$ cat src/adct_defines.vh
`ifndef ADCT_DEFINES_VH
`define ADCT_DEFINES_VH

// ----------------------------------------------------------------------------
// Register byte offsets
// ----------------------------------------------------------------------------
`define ADCT_OFS_PREV_LOW       8'h00
`define ADCT_OFS_PREV_HIGH      8'h04
`define ADCT_OFS_ACC_HIGH       8'h08
`define ADCT_OFS_ACC_LOW        8'h0C
`define ADCT_OFS_STPT_HIGH      8'h10
`define ADCT_OFS_STPT_LOW       8'h14
`define ADCT_OFS_ERR_HIGH       8'h18
`define ADCT_OFS_ERR_LOW        8'h1C
`define ADCT_OFS_LTH_HIGH       8'h20
`define ADCT_OFS_LTH_LOW        8'h24
`define ADCT_OFS_UTH_HIGH       8'h28
`define ADCT_OFS_UTH_LOW        8'h2C
`define ADCT_OFS_TRIG_SEL       8'h30
`define ADCT_OFS_CTRL           8'h34
`define ADCT_OFS_PCH            8'h38
`define ADCT_OFS_RES_HIGH       8'h3C
`define ADCT_OFS_RES_LOW        8'h40
`define ADCT_OFS_STATUS         8'h44
`define ADCT_OFS_IRQ_STAT       8'h48
`define ADCT_OFS_IRQ_MASK       8'h4C

// ----------------------------------------------------------------------------
// Field positions and reset values
// ----------------------------------------------------------------------------
`define ADCT_CTRL_PSS_BIT       0
`define ADCT_CTRL_JUST_BIT      1
`define ADCT_CTRL_CALC_LSB      2
`define ADCT_CTRL_TMD_LSB       5
`define ADCT_STAT_BELOW_BIT     0
`define ADCT_STAT_ABOVE_BIT     1
`define ADCT_IRQ_THR_BIT        0
`define ADCT_IRQ_DONE_BIT       1
`define ADCT_RST_BYTE           8'h00
`define ADCT_RST_WORD           16'h0000
`define ADCT_RST_TRIG           5'h00

// ----------------------------------------------------------------------------
// Trigger select codes
// ----------------------------------------------------------------------------
`define ADCT_TRIG_OFF           5'h00
`define ADCT_TRIG_HW_LAST       5'h0F
`define ADCT_TRIG_RD_ERRH       5'h1C
`define ADCT_TRIG_RD_RESH       5'h1D
`define ADCT_TRIG_WR_PCH        5'h1F

// ----------------------------------------------------------------------------
// Calculation modes
// ----------------------------------------------------------------------------
`define ADCT_CALC_RES_PREV      3'h0
`define ADCT_CALC_RES_STPT      3'h1
`define ADCT_CALC_FLT_STPT      3'h2
`define ADCT_CALC_FLT_PREV      3'h3

// ----------------------------------------------------------------------------
// Threshold interrupt modes
// ----------------------------------------------------------------------------
`define ADCT_TMD_NEVER          3'h0
`define ADCT_TMD_BELOW          3'h1
`define ADCT_TMD_NOT_BELOW      3'h2
`define ADCT_TMD_OUTSIDE        3'h3
`define ADCT_TMD_INSIDE         3'h4
`define ADCT_TMD_NOT_ABOVE      3'h5
`define ADCT_TMD_ABOVE          3'h6
`define ADCT_TMD_ALWAYS         3'h7

`endif

$ cat src/adct_top.v
`timescale 1ns/1ps
`include "adct_defines.vh"
module adct_top #(
  parameter HW_TRIGGERS = 15
) (
  // AHB-Lite slave
  input  wire                   hclk,
  input  wire                   hresetn,
  input  wire                   hsel,
  input  wire [7:0]             haddr,
  input  wire [1:0]             htrans,
  input  wire                   hwrite,
  input  wire [2:0]             hsize,
  input  wire [31:0]            hwdata,
  input  wire                   hready,
  output wire                   hreadyout,
  output wire                   hresp,
  output wire [31:0]            hrdata,
  // Conversion core
  input  wire                   conv_started,
  input  wire                   conv_done,
  input  wire [9:0]             conversion_result,
  input  wire [15:0]            filter_output,
  input  wire                   acc_load,
  input  wire [15:0]            acc_load_value,
  output wire                   conv_trigger,
  output wire [5:0]             positive_channel_select,
  // Hardware trigger sources, index 0 is code 00001
  input  wire [HW_TRIGGERS-1:0] hw_trigger_in,
  // Interrupt
  output wire                   irq
);

  // --------------------------------------------------------------------------
  // Bus slave
  // --------------------------------------------------------------------------
  reg        wr_pend_reg;
  reg        rd_pend_reg;
  reg [7:0]  addr_reg;
  reg [31:0] hrdata_reg;
  reg [31:0] rd_mux;
  wire       addr_phase;
  wire       wr_en;
  wire       rd_en;

  // Reads spend one wait state because hrdata_reg captures rd_mux in the first data-phase cycle.
  assign addr_phase = hsel && htrans[1] && hready;
  assign wr_en      = wr_pend_reg;
  assign rd_en      = rd_pend_reg;
  assign hreadyout  = !rd_pend_reg;
  assign hresp      = 1'b0;
  assign hrdata     = hrdata_reg;

  always @(posedge hclk or negedge hresetn) begin
    if (!hresetn) begin
      wr_pend_reg <= 1'b0;
      rd_pend_reg <= 1'b0;
      addr_reg    <= 8'h00;
      hrdata_reg  <= 32'h0000_0000;
    end else begin
      wr_pend_reg <= addr_phase && hwrite;
      rd_pend_reg <= addr_phase && !hwrite;
      if (addr_phase) begin
        addr_reg <= {haddr[7:2], 2'b00};
      end
      if (rd_pend_reg) begin
        hrdata_reg <= rd_mux;
      end
    end
  end

  // --------------------------------------------------------------------------
  // Control registers
  // --------------------------------------------------------------------------
  reg [4:0] trig_sel_reg;
  reg [7:0] ctrl_reg;
  reg [5:0] pch_reg;
  reg [1:0] irq_mask_reg;
  wire       previous_source_select;
  wire       justification_bit;
  wire [2:0] calculation_mode;
  wire [2:0] threshold_interrupt_mode;

  assign previous_source_select   = ctrl_reg[`ADCT_CTRL_PSS_BIT];
  assign justification_bit        = ctrl_reg[`ADCT_CTRL_JUST_BIT];
  assign calculation_mode         = ctrl_reg[`ADCT_CTRL_CALC_LSB +: 3];
  assign threshold_interrupt_mode = ctrl_reg[`ADCT_CTRL_TMD_LSB +: 3];
  assign positive_channel_select  = pch_reg;

  always @(posedge hclk or negedge hresetn) begin
    if (!hresetn) begin
      trig_sel_reg <= `ADCT_RST_TRIG;
      ctrl_reg     <= `ADCT_RST_BYTE;
      pch_reg      <= 6'h00;
      irq_mask_reg <= 2'b00;
    end else if (wr_en) begin
      case (addr_reg)
        `ADCT_OFS_TRIG_SEL: begin
          trig_sel_reg <= hwdata[4:0];
        end
        `ADCT_OFS_CTRL: begin
          ctrl_reg <= hwdata[7:0];
        end
        `ADCT_OFS_PCH: begin
          pch_reg <= hwdata[5:0];
        end
        `ADCT_OFS_IRQ_MASK: begin
          irq_mask_reg <= hwdata[1:0];
        end
        default: begin
        end
      endcase
    end
  end

  // --------------------------------------------------------------------------
  // Sixteen-bit data registers
  // --------------------------------------------------------------------------
  wire [15:0] accumulator_value;
  wire [15:0] threshold_setpoint;
  wire [15:0] lower_threshold;
  wire [15:0] upper_threshold;

  adct_reg16 #(
    .RESET_VALUE (`ADCT_RST_WORD)
  ) u_acc (
    .hclk       (hclk),
    .hresetn    (hresetn),
    .wr_high    (wr_en && (addr_reg == `ADCT_OFS_ACC_HIGH)),
    .wr_low     (wr_en && (addr_reg == `ADCT_OFS_ACC_LOW)),
    .wr_byte    (hwdata[7:0]),
    .load       (acc_load),
    .load_value (acc_load_value),
    .value      (accumulator_value)
  );

  adct_reg16 #(
    .RESET_VALUE (`ADCT_RST_WORD)
  ) u_stpt (
    .hclk       (hclk),
    .hresetn    (hresetn),
    .wr_high    (wr_en && (addr_reg == `ADCT_OFS_STPT_HIGH)),
    .wr_low     (wr_en && (addr_reg == `ADCT_OFS_STPT_LOW)),
    .wr_byte    (hwdata[7:0]),
    .load       (1'b0),
    .load_value (`ADCT_RST_WORD),
    .value      (threshold_setpoint)
  );

  adct_reg16 #(
    .RESET_VALUE (`ADCT_RST_WORD)
  ) u_lth (
    .hclk       (hclk),
    .hresetn    (hresetn),
    .wr_high    (wr_en && (addr_reg == `ADCT_OFS_LTH_HIGH)),
    .wr_low     (wr_en && (addr_reg == `ADCT_OFS_LTH_LOW)),
    .wr_byte    (hwdata[7:0]),
    .load       (1'b0),
    .load_value (`ADCT_RST_WORD),
    .value      (lower_threshold)
  );

  adct_reg16 #(
    .RESET_VALUE (`ADCT_RST_WORD)
  ) u_uth (
    .hclk       (hclk),
    .hresetn    (hresetn),
    .wr_high    (wr_en && (addr_reg == `ADCT_OFS_UTH_HIGH)),
    .wr_low     (wr_en && (addr_reg == `ADCT_OFS_UTH_LOW)),
    .wr_byte    (hwdata[7:0]),
    .load       (1'b0),
    .load_value (`ADCT_RST_WORD),
    .value      (upper_threshold)
  );

  // --------------------------------------------------------------------------
  // Previous result capture
  // --------------------------------------------------------------------------
  wire [15:0] result_just;
  reg  [15:0] previous_result_reg;

  assign result_just = justification_bit ? {6'h00, conversion_result}
                                         : {conversion_result, 6'h00};

  always @(posedge hclk or negedge hresetn) begin
    if (!hresetn) begin
      previous_result_reg <= `ADCT_RST_WORD;
    end else if (conv_started) begin
      if (previous_source_select) begin
        previous_result_reg <= filter_output;
      end else begin
        previous_result_reg <= result_just;
      end
    end
  end

  // --------------------------------------------------------------------------
  // Setpoint error and threshold compare
  // --------------------------------------------------------------------------
  reg  [15:0] err_next;
  reg  [15:0] setpoint_error_reg;
  reg         below_lower_flag_reg;
  reg         above_upper_flag_reg;
  reg         thr_hit;
  wire        below_next;
  wire        above_next;

  // The setpoint only enters the modes that subtract it.
  always @* begin
    case (calculation_mode)
      `ADCT_CALC_RES_PREV: begin
        err_next = result_just - previous_result_reg;
      end
      `ADCT_CALC_RES_STPT: begin
        err_next = result_just - threshold_setpoint;
      end
      `ADCT_CALC_FLT_STPT: begin
        err_next = filter_output - threshold_setpoint;
      end
      `ADCT_CALC_FLT_PREV: begin
        err_next = filter_output - previous_result_reg;
      end
      default: begin
        err_next = result_just - threshold_setpoint;
      end
    endcase
  end

  assign below_next = $signed(err_next) < $signed(lower_threshold);
  assign above_next = $signed(err_next) > $signed(upper_threshold);

  always @* begin
    case (threshold_interrupt_mode)
      `ADCT_TMD_NEVER:     thr_hit = 1'b0;
      `ADCT_TMD_BELOW:     thr_hit = below_next;
      `ADCT_TMD_NOT_BELOW: thr_hit = !below_next;
      `ADCT_TMD_OUTSIDE:   thr_hit = below_next || above_next;
      `ADCT_TMD_INSIDE:    thr_hit = !below_next && !above_next;
      `ADCT_TMD_NOT_ABOVE: thr_hit = !above_next;
      `ADCT_TMD_ABOVE:     thr_hit = above_next;
      default:             thr_hit = 1'b1;
    endcase
  end

  always @(posedge hclk or negedge hresetn) begin
    if (!hresetn) begin
      setpoint_error_reg   <= `ADCT_RST_WORD;
      below_lower_flag_reg <= 1'b0;
      above_upper_flag_reg <= 1'b0;
    end else if (conv_done) begin
      setpoint_error_reg   <= err_next;
      below_lower_flag_reg <= below_next;
      above_upper_flag_reg <= above_next;
    end
  end

  // --------------------------------------------------------------------------
  // Interrupts
  // --------------------------------------------------------------------------
  reg  [1:0] irq_stat_reg;
  wire [1:0] irq_set;
  wire [1:0] irq_clr;

  assign irq_set[`ADCT_IRQ_THR_BIT]  = conv_done && thr_hit;
  assign irq_set[`ADCT_IRQ_DONE_BIT] = conv_done;
  assign irq_clr = (wr_en && (addr_reg == `ADCT_OFS_IRQ_STAT)) ? hwdata[1:0] : 2'b00;

  // A new event in the clearing cycle keeps its bit set.
  always @(posedge hclk or negedge hresetn) begin
    if (!hresetn) begin
      irq_stat_reg <= 2'b00;
    end else begin
      irq_stat_reg <= (irq_stat_reg & ~irq_clr) | irq_set;
    end
  end

  assign irq = |(irq_stat_reg & irq_mask_reg);

  // --------------------------------------------------------------------------
  // Conversion trigger
  // --------------------------------------------------------------------------
  wire [HW_TRIGGERS-1:0] hw_sync;
  reg  [HW_TRIGGERS-1:0] hw_prev_reg;
  reg                    conv_trigger_reg;
  reg                    trig_next;
  wire [HW_TRIGGERS-1:0] hw_rise;

  adct_sync2 #(
    .WIDTH (HW_TRIGGERS)
  ) u_sync (
    .hclk     (hclk),
    .hresetn  (hresetn),
    .async_in (hw_trigger_in),
    .sync_out (hw_sync)
  );

  assign hw_rise = hw_sync & ~hw_prev_reg;

  // Reserved codes fall to the default branch and never start a conversion.
  always @* begin
    trig_next = 1'b0;
    case (trig_sel_reg)
      `ADCT_TRIG_OFF: begin
        trig_next = 1'b0;
      end
      `ADCT_TRIG_WR_PCH: begin
        trig_next = wr_en && (addr_reg == `ADCT_OFS_PCH);
      end
      `ADCT_TRIG_RD_RESH: begin
        trig_next = rd_en && (addr_reg == `ADCT_OFS_RES_HIGH);
      end
      `ADCT_TRIG_RD_ERRH: begin
        trig_next = rd_en && (addr_reg == `ADCT_OFS_ERR_HIGH);
      end
      default: begin
        if (trig_sel_reg <= `ADCT_TRIG_HW_LAST) begin
          trig_next = hw_rise[trig_sel_reg[3:0] - 4'h1];
        end
      end
    endcase
  end

  always @(posedge hclk or negedge hresetn) begin
    if (!hresetn) begin
      hw_prev_reg      <= {HW_TRIGGERS{1'b0}};
      conv_trigger_reg <= 1'b0;
    end else begin
      hw_prev_reg      <= hw_sync;
      conv_trigger_reg <= trig_next;
    end
  end

  assign conv_trigger = conv_trigger_reg;

  // --------------------------------------------------------------------------
  // Read multiplexer
  // --------------------------------------------------------------------------
  always @* begin
    rd_mux = 32'h0000_0000;
    case (addr_reg)
      `ADCT_OFS_PREV_LOW:  rd_mux[7:0] = previous_result_reg[7:0];
      `ADCT_OFS_PREV_HIGH: rd_mux[7:0] = previous_result_reg[15:8];
      `ADCT_OFS_ACC_HIGH:  rd_mux[7:0] = accumulator_value[15:8];
      `ADCT_OFS_ACC_LOW:   rd_mux[7:0] = accumulator_value[7:0];
      `ADCT_OFS_STPT_HIGH: rd_mux[7:0] = threshold_setpoint[15:8];
      `ADCT_OFS_STPT_LOW:  rd_mux[7:0] = threshold_setpoint[7:0];
      `ADCT_OFS_ERR_HIGH:  rd_mux[7:0] = setpoint_error_reg[15:8];
      `ADCT_OFS_ERR_LOW:   rd_mux[7:0] = setpoint_error_reg[7:0];
      `ADCT_OFS_LTH_HIGH:  rd_mux[7:0] = lower_threshold[15:8];
      `ADCT_OFS_LTH_LOW:   rd_mux[7:0] = lower_threshold[7:0];
      `ADCT_OFS_UTH_HIGH:  rd_mux[7:0] = upper_threshold[15:8];
      `ADCT_OFS_UTH_LOW:   rd_mux[7:0] = upper_threshold[7:0];
      `ADCT_OFS_TRIG_SEL:  rd_mux[4:0] = trig_sel_reg;
      `ADCT_OFS_CTRL:      rd_mux[7:0] = ctrl_reg;
      `ADCT_OFS_PCH:       rd_mux[5:0] = pch_reg;
      `ADCT_OFS_RES_HIGH:  rd_mux[7:0] = result_just[15:8];
      `ADCT_OFS_RES_LOW:   rd_mux[7:0] = result_just[7:0];
      `ADCT_OFS_STATUS: begin
        rd_mux[`ADCT_STAT_BELOW_BIT] = below_lower_flag_reg;
        rd_mux[`ADCT_STAT_ABOVE_BIT] = above_upper_flag_reg;
      end
      `ADCT_OFS_IRQ_STAT:  rd_mux[1:0] = irq_stat_reg;
      `ADCT_OFS_IRQ_MASK:  rd_mux[1:0] = irq_mask_reg;
      default:             rd_mux = 32'h0000_0000;
    endcase
  end

endmodule

$ cat src/adct_sync2.v
`timescale 1ns/1ps
module adct_sync2 #(
  parameter WIDTH = 15
) (
  // Clock and reset
  input  wire             hclk,
  input  wire             hresetn,
  // Data
  input  wire [WIDTH-1:0] async_in,
  output wire [WIDTH-1:0] sync_out
);

  reg [WIDTH-1:0] stage1_reg;
  reg [WIDTH-1:0] stage2_reg;

  always @(posedge hclk or negedge hresetn) begin
    if (!hresetn) begin
      stage1_reg <= {WIDTH{1'b0}};
      stage2_reg <= {WIDTH{1'b0}};
    end else begin
      stage1_reg <= async_in;
      stage2_reg <= stage1_reg;
    end
  end

  assign sync_out = stage2_reg;

endmodule

$ cat src/adct_reg16.v
`timescale 1ns/1ps
module adct_reg16 #(
  parameter [15:0] RESET_VALUE = 16'h0000
) (
  // Clock and reset
  input  wire        hclk,
  input  wire        hresetn,
  // Byte writes from software
  input  wire        wr_high,
  input  wire        wr_low,
  input  wire [7:0]  wr_byte,
  // Whole-word load from hardware
  input  wire        load,
  input  wire [15:0] load_value,
  // Stored value
  output wire [15:0] value
);

  reg [15:0] value_reg;

  // A software byte write wins over a hardware load in the same cycle.
  always @(posedge hclk or negedge hresetn) begin
    if (!hresetn) begin
      value_reg <= RESET_VALUE;
    end else if (wr_high || wr_low) begin
      if (wr_high) begin
        value_reg[15:8] <= wr_byte;
      end
      if (wr_low) begin
        value_reg[7:0] <= wr_byte;
      end
    end else if (load) begin
      value_reg <= load_value;
    end
  end

  assign value = value_reg;

endmodule

$ cat config.mk
export PLATFORM = sky130hd
export DESIGN_NAME = adct_top
export DESIGN_NICKNAME = d
export VERILOG_FILES = /design/src/adct_top.v /design/src/adct_sync2.v /design/src/adct_reg16.v
export VERILOG_INCLUDE_DIRS = /design/src
export SDC_FILE = /design/constraint.sdc
export NUM_CORES = 1
export LEC_CHECK = 0
export BUFFER_PORTS_ARGS = -buffer_cell sky130_fd_sc_hd__buf_4
export CORE_AREA = 8 8 130 162
export CTS_BUF_LIST = sky130_fd_sc_hd__clkbuf_8
export CTS_CLUSTER_SIZE = 16
export DETAILED_ROUTE_END_ITERATION = 6
export DIE_AREA = 0 0 138 170
export PLACE_DENSITY_LB_ADDON = 0.1
export SLEW_MARGIN = 25
export SYNTH_ARGS = -nofsm -noshare
export SYNTH_HDL_FRONTEND = slang
export SYNTH_SLANG_ARGS = --single-unit
$ cat constraint.sdc
create_clock -name hclk -period 6.5 [get_ports hclk]
set_clock_uncertainty 0.05 [all_clocks]
set_input_delay 0.65 -clock hclk [delete_from_list [all_inputs] [get_ports hclk]]
set_output_delay 0.65 -clock hclk [all_outputs]
set_load 0.01 [all_outputs]
* Word level (Yosys, flattened, before mapping)
Index checks and enable logic that the tools add are counted.
** Storage, ports and cells
- Register bits :: 183
- Bits of input ports :: 110
- Output and inout port bits :: 42
- Logic and storage cells :: 134
** Operators by class
- $add $sub $neg :: 5
- Order comparisons :: 4
- Eq/ne operators :: 32
- Muxes and demuxes :: 17
- Bitwise gates (word level) :: 6
- Reductions and logical operators :: 45
** Operator list (number)
- 2-to-1 mux 16 bit :: 4
- subtractor 16 bit :: 4
- one-hot mux 3 bit (17 select lines) :: 1
- == test 6 x 4 -> 1 bit, second input constant :: 8
- one-hot mux 16 bit (3 select lines) :: 1
- one-hot mux 2 bit (20 select lines) :: 1
- one-hot mux 2 bit (15 select lines) :: 1
- == test 6 x 3 -> 1 bit, second input constant :: 4
- == test 6 x 5 -> 1 bit, second input constant :: 4
- AND reduction 2 bit :: 12
- logical AND 1 bit :: 18
- > comparator 16 bit :: 1
- less-than comparator 16 bit :: 1
- 2-to-1 mux 8 bit :: 2
- one-hot mux 1 bit (16 select lines) :: 1
- bitwise AND 15 bit :: 1
- == test 5 bit, second input constant :: 3
- NOT 15 bit :: 1
- == test 3 x 2 -> 1 bit, second input constant :: 4
- == test 6 x 2 -> 1 bit, second input constant :: 2
- == test 3 bit, second input constant :: 3
- logical NOT 8 bit :: 1
- one-hot mux 1 bit (7 select lines) :: 1
- == test 6 x 1 -> 1 bit, second input constant :: 1
- other kinds (18) :: 29

* Depth between registers and ports, before layout
Gate-level depths: netlist of run 1.
- Word-level depth :: 9
- Mapped depth :: 23
- Mapped depth without buffers :: 22

* By module
A second synthesis of run 1 with hierarchy kept.
** Unflattened totals
- Cell total of the unflattened synthesis :: 1231
- Area, all modules :: 12413.2 um^2
** Modules (own cells, without submodules)
- adct_top :: instances 1, cells an instance 845, area each 7678.6 um^2, sequential area each 2227.1 um^2
- adct_reg16 :: instances 4, cells an instance 89, area each 996.0 um^2, sequential area each 400.4 um^2
- adct_sync2 :: instances 1, cells an instance 30, area each 750.7 um^2, sequential area each 750.7 um^2

* Worst setup path after synthesis of run 1
OpenSTA, ideal clock, no wires.
- Kind :: register to register
- Start :: register ctrl_reg[3]
- End :: register irq_stat_reg[0]
- Library setup time :: 76 ps
- Data arrival time :: 4540 ps
- Required time :: 6374 ps
- Slack :: 1833 ps
- Cell stages (with the launch flop) :: 19
- Path buffers :: 1
- Clock period less this slack :: 4667 ps
- Path through :: dfrtp_1 nor3_2 clkbuf_1 mux2i_1 ha_1 nand3_1 nor2_1 a21oi_1 a21oi_1 nor3_1 xnor2_1 mux2_2 ha_1 a21o_1 a2111o_1 o31a_1 nor4bb_1 a311oi_1 o21ai_1
** Between the ends
- Longest elaborated chain between the ends :: 8
- Elaborated cells on any way between the ends :: 13
- Classes of those cells :: 2 x order compare; 2 x eq/ne; 2 x mux; 1 x bitwise; 6 x reduce/logical
** Ends and longest elaborated chain
- start, declared :: RTL line adct_top.v:76 : reg [7:0] ctrl_reg;
- start signal, assigned :: RTL line adct_top.v:93 : ctrl_reg <= `ADCT_RST_BYTE;
- start signal, assigned :: RTL line adct_top.v:102 : ctrl_reg <= hwdata[7:0];
- == test 3 x 2 -> 1 bit / logical NOT 3 bit (equally long branches) :: RTL line adct_top.v:210 : case (calculation_mode)
- one-hot mux 16 bit (3 select lines) (*) :: RTL line adct_top.v:210
- named net err_next[13] :: RTL line adct_top.v:200 : reg [15:0] err_next;
- less-than comparator 16 bit / > comparator 16 bit (equally long branches) :: RTL line adct_top.v:229, adct_top.v:230
- logical NOT 1 bit, on equally long branches :: RTL line adct_top.v:236, adct_top.v:238, adct_top.v:239
- logical AND 1 bit :: RTL line adct_top.v:238 : `ADCT_TMD_INSIDE: thr_hit = !below_next && !above_next;
- one-hot mux 1 bit (7 select lines) (*) :: RTL line adct_top.v:233 : case (threshold_interrupt_mode)
- logical AND 1 bit (*) :: RTL line adct_top.v:264 : assign irq_set[`ADCT_IRQ_THR_BIT] = conv_done && thr_hit;
- bitwise OR 2 bit (*) :: RTL line adct_top.v:273 : irq_stat_reg <= (irq_stat_reg & ~irq_clr) | irq_set;
- end signal, assigned :: RTL line adct_top.v:273
- end, declared :: RTL line adct_top.v:260 : reg [1:0] irq_stat_reg;
The timed path passes the listed nets; every way through them passes the cells marked *.
A chain may end at the register's enable or synchronous reset.

* Worst setup path after layout of run 1
- Start :: register ctrl_reg[4]
- End :: register irq_stat_reg[0]
Same word-level chain as after synthesis.

==> out/results.ini, run 1 <==
[final_layout]
utilization_pct = 65.8
multi_input_comb_area_sq_mm = 0.00582
leading_cell_type_in_the_layout_fill_and_taps_excluded = sky130_fd_sc_hd__dfrtp_1
sequential_cell_area_sq_mm = 0.00458
insertedDiodeCount = 0
area.growth.synth_to_final_pct = 11.8
layout.cells.most_common_list = 183 x sky130_fd_sc_hd__dfrtp_1, 101 x sky130_fd_sc_hd__buf_4, 80 x sky130_fd_sc_hd__nor2_1
num-fill-cells = 1558
layout-drive-gt1-share_pct = 17.9
layout.nets = 1305

[worst_setup_path]
path_buf_inv = 1
timing.critical_path.from_type = flip-flop
arrival_ns = 5.93
critical_path.slowest_cell = sky130_fd_sc_hd__nand3b_1
setup.worst_path.class = reg2reg
worst_path_largest_cell_delay_ns = 0.59
timing.critical_path.required_ns = 6.83
critPathCaptureType = flip-flop
cpLargestDelayFamily = compound AO/OA/AOI/OAI gates
crit_fanout = 10
cp_cell_sequence = nand3b_1, mux2_2, ha_1, inv_1, fa_1, a21oi_1, o211ai_1, or2_1, a21o_1, a21oi_1, xnor2_1, nand2_1, nand2_1, ha_1, a21o_1, a21o_1, a211oi_1, o21bai_1, a2111o_1, a21oi_1, a21boi_0, o21ai_1

[sta]
max_slew.worst_pin.slew_ns = 1.07
rsz0062_at_grt = false
drv_slew = 0
period_needed_ns = 5.60
timing.setup.tns_ns = 0
achievable-frequency_mhz = 179
fin_hold_viols = 0
headroom_to_the_max_slew_limit_pct = 28.0
worst_hold_slack_ns = 0.205
post-route-period-util_pct = 86.1
final-setup-viol-count = 0

[synthesis]
yosys.cell_types.count = 80
synth-seq-cells = 183
synth_top_flop_cell = sky130_fd_sc_hd__dfrtp_1
synthesis.instances = 1046
yosys_warnings = 0
number_of_enable_flip_flop_cells_after_synthesis = 0
synth-async-reset-ratio_pct = 100
sequential_element_share_of_the_synthesized_area_pct = 42.1
avgSynthCellArea_sq_um = 10.4
post_synth_instance_area_sq_mm = 0.0109

[grt]
first_global_vias = 8665
grt_pass1_wl_mm = 50.6
grt-ovfl-total = 0
combined_global_route_utilization_of_all_metal_layers_pct = 27.8
grt_start_max_net_pins = 104
antenna_found_initial = 0

[power_and_ir_drop]
pwr-share-seq_pct = 46.0
net_sw_share_pct = 36.5
comb_power_share_pct = 27.3
power.ir.vdd_worst_mv = 0.223
leakage_nw = 5.63
p_switching_mw = 1.10
p_clk_share_pct = 26.7
power.total_mw = 3.02
p_int_mw = 1.92
pwr_density_cell_mw_per_mm2 = 249

[drt]
via_count_of_the_routed_design = 8569
detail_route.iter0.violations = 685
wirelength_mm = 32.4
first_drt_pass_iteration_count = 6
detail_route.vias_per_cell = 6.24
ant_nets = 0
drc_errors = 0
routed_wire_length_per_instance_microns = 23.6

[floorplanning]
die-height_microns = 170
rows = 56
dieArea_sq_mm = 0.0235
initial_utilization_pct = 58.9
i_o_pins = 152
placeableCoreArea_sq_mm = 0.0185
die_w_microns = 138

[flow_run]
cap_violations = 0

[placed_design]
hpwl_mm = 25.0
globalplace.congestion = 0.962
port-buffer-count = 96

[worst_hold_path]
hold_path_class = in2reg

[clocking]
cts-root-buf = sky130_fd_sc_hd__clkbuf_8
cts_num_sinks = 183
cts-resized-gates = 0
cts.clk_slew.worst_paths_ns = 0.12
clock_tree_from_tritoncts = built
clock_latency_ns = 0.49
max-clock-path-buffers = 2
cts_made_buffers = 17
clock_tree.htree_level_count = 4

[status]
status = finished, final reports clean

==> power by group through the flow <==
stage               logic [mW]  registers (mW)  clock network [mW]
finish                   0.827            1.39               0.807
global route             0.912            1.40               0.867
CTS                      0.819            1.39               0.821
detailed placement       0.814            1.41                   0
global placement         0.800            1.40                   0
floorplan                0.576            1.34                   0
==> layout make-up <==
class / count / share of cell area, %
well taps: 232 / 2.39
clock buffers: 17 / 1.92
multi-input cells: 762 / 47.8
inverters: 60 / 1.85
flip-flops and latches: 183 / 37.6
repair buffers: 105 / 6.72
clock inverters: 15 / 1.66
==> cells by family (layout without fill, tap and decap cells) <==
logic type               Yosys count  after routing  synth area share, %
AO/OA/AOI/OAI                    232            232                 14.9
XOR/XNOR                          26             26                 2.16
adder cells (fa/ha/maj)           66             66                 7.72
buffers and inverters            125            197                 5.39
flip-flops                       183            183                 42.1
multiplexers                     171            171                 17.3
other                              1             25               0.0344
AND/OR/NAND/NOR                  242            242                 10.5
==> per-stage QoR <==
stage               setup slack (ns)  area [sq um]  instances
CTS                            0.856         12100       1372
detailed placement             0.883         11700       1340
floorplan                       1.83         11000       1070
global placement               0.958         11700       1340
finish                         0.902         12200       1374
global route                   0.590         12200       1374
==> synth_stat cells (24+ instances only) <==
library cell	number	area (sq um)
sky130_fd_sc_hd__dfrtp_1	183	4580
sky130_fd_sc_hd__buf_4	26	195
sky130_fd_sc_hd__ha_1	64	801
sky130_fd_sc_hd__a21oi_1	64	320
sky130_fd_sc_hd__mux2_2	46	518
sky130_fd_sc_hd__a22oi_1	24	180
sky130_fd_sc_hd__mux2_1	57	642
sky130_fd_sc_hd__clkbuf_1	25	93.8
sky130_fd_sc_hd__inv_1	60	225
sky130_fd_sc_hd__nand2_1	66	248
sky130_fd_sc_hd__nor2_1	80	300
sky130_fd_sc_hd__mux2i_1	63	631
==> worst paths after layout <==
kind	endpoint	start	cells after the start	slack, ns
worst min register to register	u_sync.sync_out[7]$_DFF_PN0_	u_sync.stage1_reg[7]$_DFF_PN0_	0	0.30
worst max-delay path	irq_stat_reg[0]$_DFF_PN0_	ctrl_reg[4]$_DFFE_PN0P_	22	0.90
worst max register to register	irq_stat_reg[0]$_DFF_PN0_	ctrl_reg[4]$_DFFE_PN0P_	22	0.90
worst min-delay path	u_sync.stage1_reg[1]$_DFF_PN0_	hw_trigger_in[1]	1	0.20
min in group asynchronous	u_sync.stage1_reg[2]$_DFF_PN0_	hresetn	2	0.55
max in group asynchronous	setpoint_error_reg[13]$_DFFE_PN0P_	hresetn	3	4.78
==> timing repair <==
item | in CTS | in global routing
buffers inserted | 0 | 0
hold buffers | 0 | 1
endpoints found under the hold margin | 0 | 27
==> routing by layer <==
| layer | part of all wire (%) | vias to the layer above | track usage (%) |
|---|---|---|---|
| met2 | 48 | 354 | 46.0 |
| met3 | 5.7 | 96 | 4.68 |
| met4 | 5.2 | 0 | 15.7 |
| met5 | 0 | - | 0 |
| li1 | - | 3918 | - |
| met1 | 41 | 4201 | 34.0 |
Note: power is estimated with default switching activity, not from simulation.
==> run 2: changes to the inputs <==
- ABC_AREA: not set -> 1
- CORE_AREA: 8 8 130 162 -> 8 8 132 164
- CTS_BUF_LIST: sky130_fd_sc_hd__clkbuf_8 -> sky130_fd_sc_hd__clkbuf_4 sky130_fd_sc_hd__clkbuf_8 sky130_fd_sc_hd__clkbuf_16
- DIE_AREA: 0 0 138 170 -> 0 0 140 172
==> run 2 against run 1 <==
Sequential power decreased by 6%; first-iteration DRC count increased by 36%; area after synthesis decreased by 0.48%; largest power group unchanged; synthesized cell count increased by 32%; largest cell class unchanged; non-clock buffer count decreased by 4; count of clock-buffer cells in the layout unchanged.
==> out/results.ini, run 2 <==
[worst_setup_path]
critPathCaptureType = flip-flop
critical-path-top-cell-by-count = sky130_fd_sc_hd__nand2_1
r2r_setup_slack_ns = 1.19  ; +0.29 ns
timing.critical_path.required_ns = 6.79  ; -0.04 ns
crit_fanout = 24  ; +14
timing.critical_path.from_type = flip-flop
critical_path.slowest_cell = sky130_fd_sc_hd__o21ai_0
worst_path_largest_cell_delay_ns = 0.51  ; -0.08 ns
arrival_ns = 5.59  ; -0.34 ns
setup.worst_path.class = reg2reg

[drt]
met3_length_mm = 2.09  ; +13%
routed_wire_length_per_instance_microns = 20.9  ; -11%
highest-signal-layer = met4
wirelength_mm = 35.9  ; +11%
ant_nets = 0  ; unchanged
drc_errors = 0  ; unchanged
detail_route.wirelength.met1_mm = 14.2  ; +6.4%
detail_route.iter0.violations = 932  ; +36%
first_drt_pass_iteration_count = 6  ; unchanged
detail_route.vias_per_cell = 5.83  ; -6.5%
via_count_of_the_routed_design = 10000  ; +17%
met2_routed_wl_mm = 16.8  ; +8.0%

[clocking]
cts_num_sinks = 183  ; unchanged
cts-resized-gates = 0  ; unchanged
cts_made_buffers = 17  ; unchanged
post_cts_hold_buffer_count = 0  ; unchanged
clock_tree_from_tritoncts = built
cts_setup_buffers = 0  ; unchanged
cts-root-buf = sky130_fd_sc_hd__clkbuf_16
clock_latency_ns = 0.45  ; -0.04 ns
cts.clk_slew.worst_paths_ns = 0.08  ; -0.04 ns
clock_tree.htree_level_count = 4  ; unchanged
max-clock-path-buffers = 2  ; unchanged

[sta]
final-setup-viol-count = 0  ; unchanged
headroom_to_the_max_slew_limit_pct = 40.6  ; +13 points
timing.setup.tns_ns = 0  ; unchanged
achievable-frequency_mhz = 188  ; +5.5%
rsz0062_at_grt = false
drv_slew = 0  ; unchanged
post-route-period-util_pct = 81.7  ; -4.5 points
fin_hold_viols = 0  ; unchanged
period_needed_ns = 5.31  ; -0.291 ns
max_slew.worst_pin.slew_ns = 0.892  ; -0.176 ns

[grt]
combined_global_route_utilization_of_all_metal_layers_pct = 30.2  ; +2.4 points
antenna_found_initial = 0  ; unchanged
grt_pass1_wl_mm = 54.5  ; +7.8%
grt-ovfl-total = 0  ; unchanged
grt_start_max_net_pins = 89  ; -14%
first_global_vias = 9648  ; +11%

[synthesis]
synthesis.instances = 1384  ; +32%
yosys_warnings = 0  ; unchanged
synth-seq-cells = 183  ; unchanged
avgSynthCellArea_sq_um = 7.83  ; -25%
synth-async-reset-ratio_pct = 100  ; unchanged
synth_most_common_cell = sky130_fd_sc_hd__nand2_1
post_synth_instance_area_sq_mm = 0.0108  ; -0.48%
number_of_enable_flip_flop_cells_after_synthesis = 0  ; unchanged
yosys.cell_types.count = 55  ; -31%
dominant_cell_type_by_area_after_synthesis = sky130_fd_sc_hd__dfrtp_1
synth.area.top_cells = sky130_fd_sc_hd__dfrtp_1 42%, sky130_fd_sc_hd__nand2_1 11%, sky130_fd_sc_hd__o21ai_0 7.9%, sky130_fd_sc_hd__ha_1 7.4%, sky130_fd_sc_hd__inv_1 5.8%
synth.cells.most_frequent = 326 x sky130_fd_sc_hd__nand2_1, 183 x sky130_fd_sc_hd__dfrtp_1, 171 x sky130_fd_sc_hd__o21ai_0, 168 x sky130_fd_sc_hd__inv_1, 90 x sky130_fd_sc_hd__a21oi_1
sequential_element_share_of_the_synthesized_area_pct = 42.3  ; +0.20 points
post-synth-top-area-fraction_pct = 42.3  ; +0.20 points
synth_top_flop_cell = sky130_fd_sc_hd__dfrtp_1

[placed_design]
globalplace.congestion = 1.04  ; +7.7%
hpwl_mm = 28.2  ; +13%
detailed_place.area_sq_mm = 0.0116  ; -0.42%
port-buffer-count = 96  ; unchanged

[floorplanning]
i_o_pins = 152  ; unchanged
placeableCoreArea_sq_mm = 0.0191  ; +3.3%
rows = 57  ; +1.8%
initial_utilization_pct = 56.7  ; -2.2 points
die-height_microns = 172  ; +1.2%
die_w_microns = 140  ; +1.4%
dieArea_sq_mm = 0.0241  ; +2.6%

[power_and_ir_drop]
pwr_density_cell_mw_per_mm2 = 236  ; -5.0%
leakage_nw = 6.62  ; +18%
power.ir.vdd_worst_mv = 0.183  ; -18%

[final_layout]
area.growth.synth_to_final_pct = 12.9
leading_cell_type_in_the_layout_fill_and_taps_excluded = sky130_fd_sc_hd__nand2_1
insertedDiodeCount = 0  ; unchanged
num-fill-cells = 1742  ; +12%
utilization_pct = 64.0  ; -1.8 points
final_design_area_no_fill_sq_mm = 0.0122  ; +0.58%
layout.cells.most_common_list = 326 x sky130_fd_sc_hd__nand2_1, 183 x sky130_fd_sc_hd__dfrtp_1, 171 x sky130_fd_sc_hd__o21ai_0
layout-drive-gt1-share_pct = 11.7  ; -6.2 points
layout.nets = 1642  ; +26%

[flow_run]
cap_violations = 0  ; unchanged

[worst_hold_path]
hold_path_class = in2async

[status]
status = finished, final reports clean

[run 2: cell types whose count changed after synthesis, moves of 12 or more]
cell	delta
sky130_fd_sc_hd__nand2_1	+260
sky130_fd_sc_hd__o21ai_0	+154
sky130_fd_sc_hd__inv_1	+108
sky130_fd_sc_hd__mux2i_1	-63
sky130_fd_sc_hd__mux2_1	-57
sky130_fd_sc_hd__mux2_2	-46
sky130_fd_sc_hd__nand3_1	+32
sky130_fd_sc_hd__a21oi_1	+26
sky130_fd_sc_hd__o22ai_1	+26
sky130_fd_sc_hd__a22oi_1	-21
sky130_fd_sc_hd__xnor2_1	-13
sky130_fd_sc_hd__a31oi_1	+12
sky130_fd_sc_hd__nor2b_1	-12
sky130_fd_sc_hd__o21ai_1	-12
[run 2: cell families (layout without fill, tap and decap cells)]
kind of cell	after synthesis	after routing	share of synthesized area [%]
and+or+nand+nor	508	508	19.7
AOI/OAI and AO/OA	380	380	20.3
buffers and inverters	237	308	9.30
DFF	183	183	42.3
adders and majority gates	66	66	7.76
xor gates and xnor gates	9	9	0.728
other	1	25	0.0346
[run 2: where the power goes]
part           internal (mW)  switching [mW]
combinational          0.190           0.358
sequential              1.23          0.0700
clock                  0.519           0.527
[run 2: cell type report]
cell class / instances / area (sq um) / share of cell area, %
Multi-Input combinational cell: 988 / 5340 / 43.6
Sequential cell: 183 / 4580 / 37.4
Timing Repair Buffer: 101 / 762 / 6.23
Inverter: 175 / 659 / 5.39
Clock buffer: 17 / 425 / 3.48
Tap cell: 236 / 295 / 2.41
Clock inverter: 15 / 178 / 1.45
[run 2: critical path: cells and delay by family, from the launching register on]
kind,cells,cell delay (ns)
AOI/OAI and AO/OA,7,1.35
buffers and inverters,3,0.51
DFF,1,0.46
adders and majority gates,2,0.73
and+or+nand+nor,17,2.08
[run 2: path summary, 6_finish.rpt]
check / start / to / cells after the start
max: ctrl_reg[3]$_DFFE_PN0P_ / irq_stat_reg[0]$_DFF_PN0_ / 29
min: hresetn / u_sync.sync_out[13]$_DFF_PN0_ / 1
max reg2reg: ctrl_reg[3]$_DFFE_PN0P_ / irq_stat_reg[0]$_DFF_PN0_ / 29
min reg2reg: u_sync.stage1_reg[11]$_DFF_PN0_ / u_sync.sync_out[11]$_DFF_PN0_ / 0
max in group asynchronous: hresetn / hrdata[7]$_DFFE_PN0P_ / 2
min in group hclk: hw_trigger_in[14] / u_sync.stage1_reg[14]$_DFF_PN0_ / 1
[run 2: stage by stage]
step | std cells | hold slack [ns] | total power [mW] | worst slack [ns]
2_1_floorplan | 1408 | 0.281 | 1.63 | 2.54
3_3_place_gp | 1683 | 0.282 | 1.84 | 1.39
3_5_place_dp | 1683 | 0.285 | 1.86 | 1.34
4_1_cts | 1715 | 0.244 | 2.89 | 1.32
5_1_grt | 1715 | 0.235 | 3.01 | 0.779
6_report | 1715 | 0.220 | 2.89 | 1.19
[run 2: routing by layer]
metal  up-vias  track usage [%]
li1       4761                -
met1      4715             35.0
met2       399             49.6
met3       127             5.22
met4         0             23.7
met5         -                0
==> run 3: changes to the inputs <==
- clock period: 6.5 -> 4.9 ns (I/O delays scaled with it)
==> run 3 against run 2 <==
First-iteration DRC count rose by 6.5%; global-route usage rose by 0.23 points; combinational power rose by 49%; cell count rose by 2.9%; critical path depth rose by 2; power rose by 35%; via count rose by 2.2%; sequential power rose by 32%; register-to-register slack got worse by 0.85 ns; fmax rose by 16%; critical path type unchanged; critical endpoint unchanged; largest cell class unchanged; largest power group unchanged.
==> out/results.ini, run 3 (synthesis results as in run 2) <==
[grt]
grt_start_max_net_pins = 100  ; +12%
first_global_vias = 9904  ; +2.7%
combined_global_route_utilization_of_all_metal_layers_pct = 30.4  ; +0.23 points
grt_pass1_wl_mm = 55.0  ; +0.89%
grt-ovfl-total = 0  ; unchanged
antenna_found_initial = 0  ; unchanged

[clocking]
cts-root-buf = sky130_fd_sc_hd__clkbuf_16
cts_num_sinks = 183  ; unchanged
post_cts_hold_buffer_count = 0  ; unchanged
cts.clk_slew.worst_paths_ns = 0.08  ; about the same
clock_tree.htree_level_count = 4  ; unchanged
cts_made_buffers = 17  ; unchanged
max-clock-path-buffers = 2  ; unchanged
clock_latency_ns = 0.45  ; about the same
clock_tree_from_tritoncts = built

[sta]
fin_hold_viols = 0  ; unchanged
period_needed_ns = 4.56  ; -0.745 ns
drv_slew = 0  ; unchanged
post-route-period-util_pct = 93.1  ; +11 points
max_slew.worst_pin.slew_ns = 0.877  ; -0.0141 ns
final-setup-viol-count = 0  ; unchanged
achievable-frequency_mhz = 219  ; +16%
headroom_to_the_max_slew_limit_pct = 41.5  ; +0.94 points

[floorplanning]
die_w_microns = 140  ; unchanged
placeableCoreArea_sq_mm = 0.0191  ; unchanged
i_o_pins = 152  ; unchanged
dieArea_sq_mm = 0.0241  ; unchanged
rows = 57  ; unchanged
initial_utilization_pct = 56.7  ; unchanged
die-height_microns = 172  ; unchanged

[power_and_ir_drop]
power.ir.vdd_worst_mv = 0.338  ; +85%
leakage_nw = 6.88  ; +3.9%
pwr_density_cell_mw_per_mm2 = 309  ; +31%

[final_layout]
layout.nets = 1692  ; +3.0%
utilization_pct = 66.3  ; +2.3 points
final_design_area_no_fill_sq_mm = 0.0127  ; +3.6%
layout.cells.most_common_list = 322 x sky130_fd_sc_hd__nand2_1, 183 x sky130_fd_sc_hd__dfrtp_1, 167 x sky130_fd_sc_hd__inv_1, 167 x sky130_fd_sc_hd__o21ai_0, 148 x sky130_fd_sc_hd__buf_4
insertedDiodeCount = 0  ; unchanged
area.growth.synth_to_final_pct = 17.0
layout-drive-gt1-share_pct = 15.4  ; +3.7 points
multi_input_comb_area_sq_mm = 0.00539  ; +0.96%
sequential_cell_area_sq_mm = 0.00458  ; unchanged
num-fill-cells = 1721  ; -1.2%
leading_cell_type_in_the_layout_fill_and_taps_excluded = sky130_fd_sc_hd__nand2_1

[placed_design]
port-buffer-count = 96  ; unchanged
detailed_place.area_sq_mm = 0.0120  ; +3.2%
globalplace.congestion = 0.962  ; -7.1%
hpwl_mm = 28.5  ; +1.1%

[drt]
ant_nets = 0  ; unchanged
drc_errors = 0  ; unchanged
via_count_of_the_routed_design = 10200  ; +2.2%
routed_wire_length_per_instance_microns = 20.6  ; -1.3%
first_drt_pass_iteration_count = 5  ; -1
wirelength_mm = 36.4  ; +1.5%
detail_route.vias_per_cell = 5.79  ; -0.70%
detail_route.iter0.violations = 993  ; +6.5%

[flow_run]
cap_violations = 0  ; unchanged

[worst_setup_path]
worst_path_largest_cell_delay_ns = 0.39  ; -0.12 ns
timing.critical_path.from_type = flip-flop
critical-path-top-cell-by-count = sky130_fd_sc_hd__nand2_1
r2r_setup_slack_ns = 0.34  ; -0.85 ns
setup.worst_path.class = reg2reg
startpoint = ctrl_reg[4]$_DFFE_PN0P_
crit_fanout = 9  ; -63%
critPathCaptureType = flip-flop
arrival_ns = 4.85  ; -0.74 ns
timing.critical_path.required_ns = 5.18  ; -1.61 ns
r2r-start = ctrl_reg[4]$_DFFE_PN0P_
critical_path.slowest_cell = sky130_fd_sc_hd__dfrtp_1

[status]
status = finished, final reports clean

[worst_hold_path]
hold_path_class = in2async

run 3: changes by cell type in the layout (fill, tap and decap cells not counted), sizes merged:
cell / before / now
buf: 101 / 151
clkinvlp: 1 / 0
clkinv: 10 / 11
run 3: worst max-delay path: cells and delay by family (launching register included):
family / cells / cell delay, ns
AOI/OAI and AO/OA: 7 / 1.13
buffers and inverters: 4 / 0.48
adders and majority gates: 2 / 0.64
DFF: 1 / 0.39
and+or+nand+nor: 18 / 1.73
run 3: path summary, 6_finish.rpt:
path                                                      end  cells past startpoint
max reg2reg                         irq_stat_reg[0]$_DFF_PN0_                     31
min                                 hw_prev_reg[13]$_DFF_PN0_                      1
min in group hclk             u_sync.stage1_reg[10]$_DFF_PN0_                      1
max                                 irq_stat_reg[0]$_DFF_PN0_                     31
min reg2reg                      u_sync.sync_out[8]$_DFF_PN0_                      0
max in group asynchronous  previous_result_reg[7]$_DFFE_PN0P_                      2
run 3: layout make-up:
class | count | area share (%)
clock buffer | 17 | 3.36
tap | 236 | 2.33
sequential | 183 | 36.1
inverter | 175 | 5.20
clock inverter | 15 | 1.41
timing repair buffer | 151 | 9.03
multi-input combinational | 988 | 42.5
run 3: report_power, final:
part / leakage [nW] / internal, mW / switching, mW
sequential: 1.96 / 1.63 / 0.0887
combinational: 4.63 / 0.307 / 0.510
clock: 0.294 / 0.690 / 0.693
run 3: layer usage:
layer,GRT usage [%],routed length (microns)
met3,4.61,2210
met5,0,0
met2,50.6,17300
met4,24.8,3040
met1,34.8,13900
run 3: stage by stage:
step	power (mW)	hold WS [ns]	setup slack, ns	setup TNS, ns	std cells
final	3.91	0.0910	0.338	0	1765
after global placement	2.52	0.283	0.131	0	1732
after detailed placement	2.54	0.285	-0.0131	-0.0131	1732
after floorplan	2.17	0.144	0.943	0	1408
after CTS	3.91	0.0870	0.0513	0	1764
after global routing	4.08	0.0796	-0.0781	-0.0781	1765
run 3: repair_timing:
| action | 4_1_cts | 5_1_grt |
|---|---|---|
| endpoints found under the setup margin | 1 | 3 |
| resized for setup | 1 | 19 |
| pin swaps | 0 | 2 |
| setup buffers | 0 | 1 |
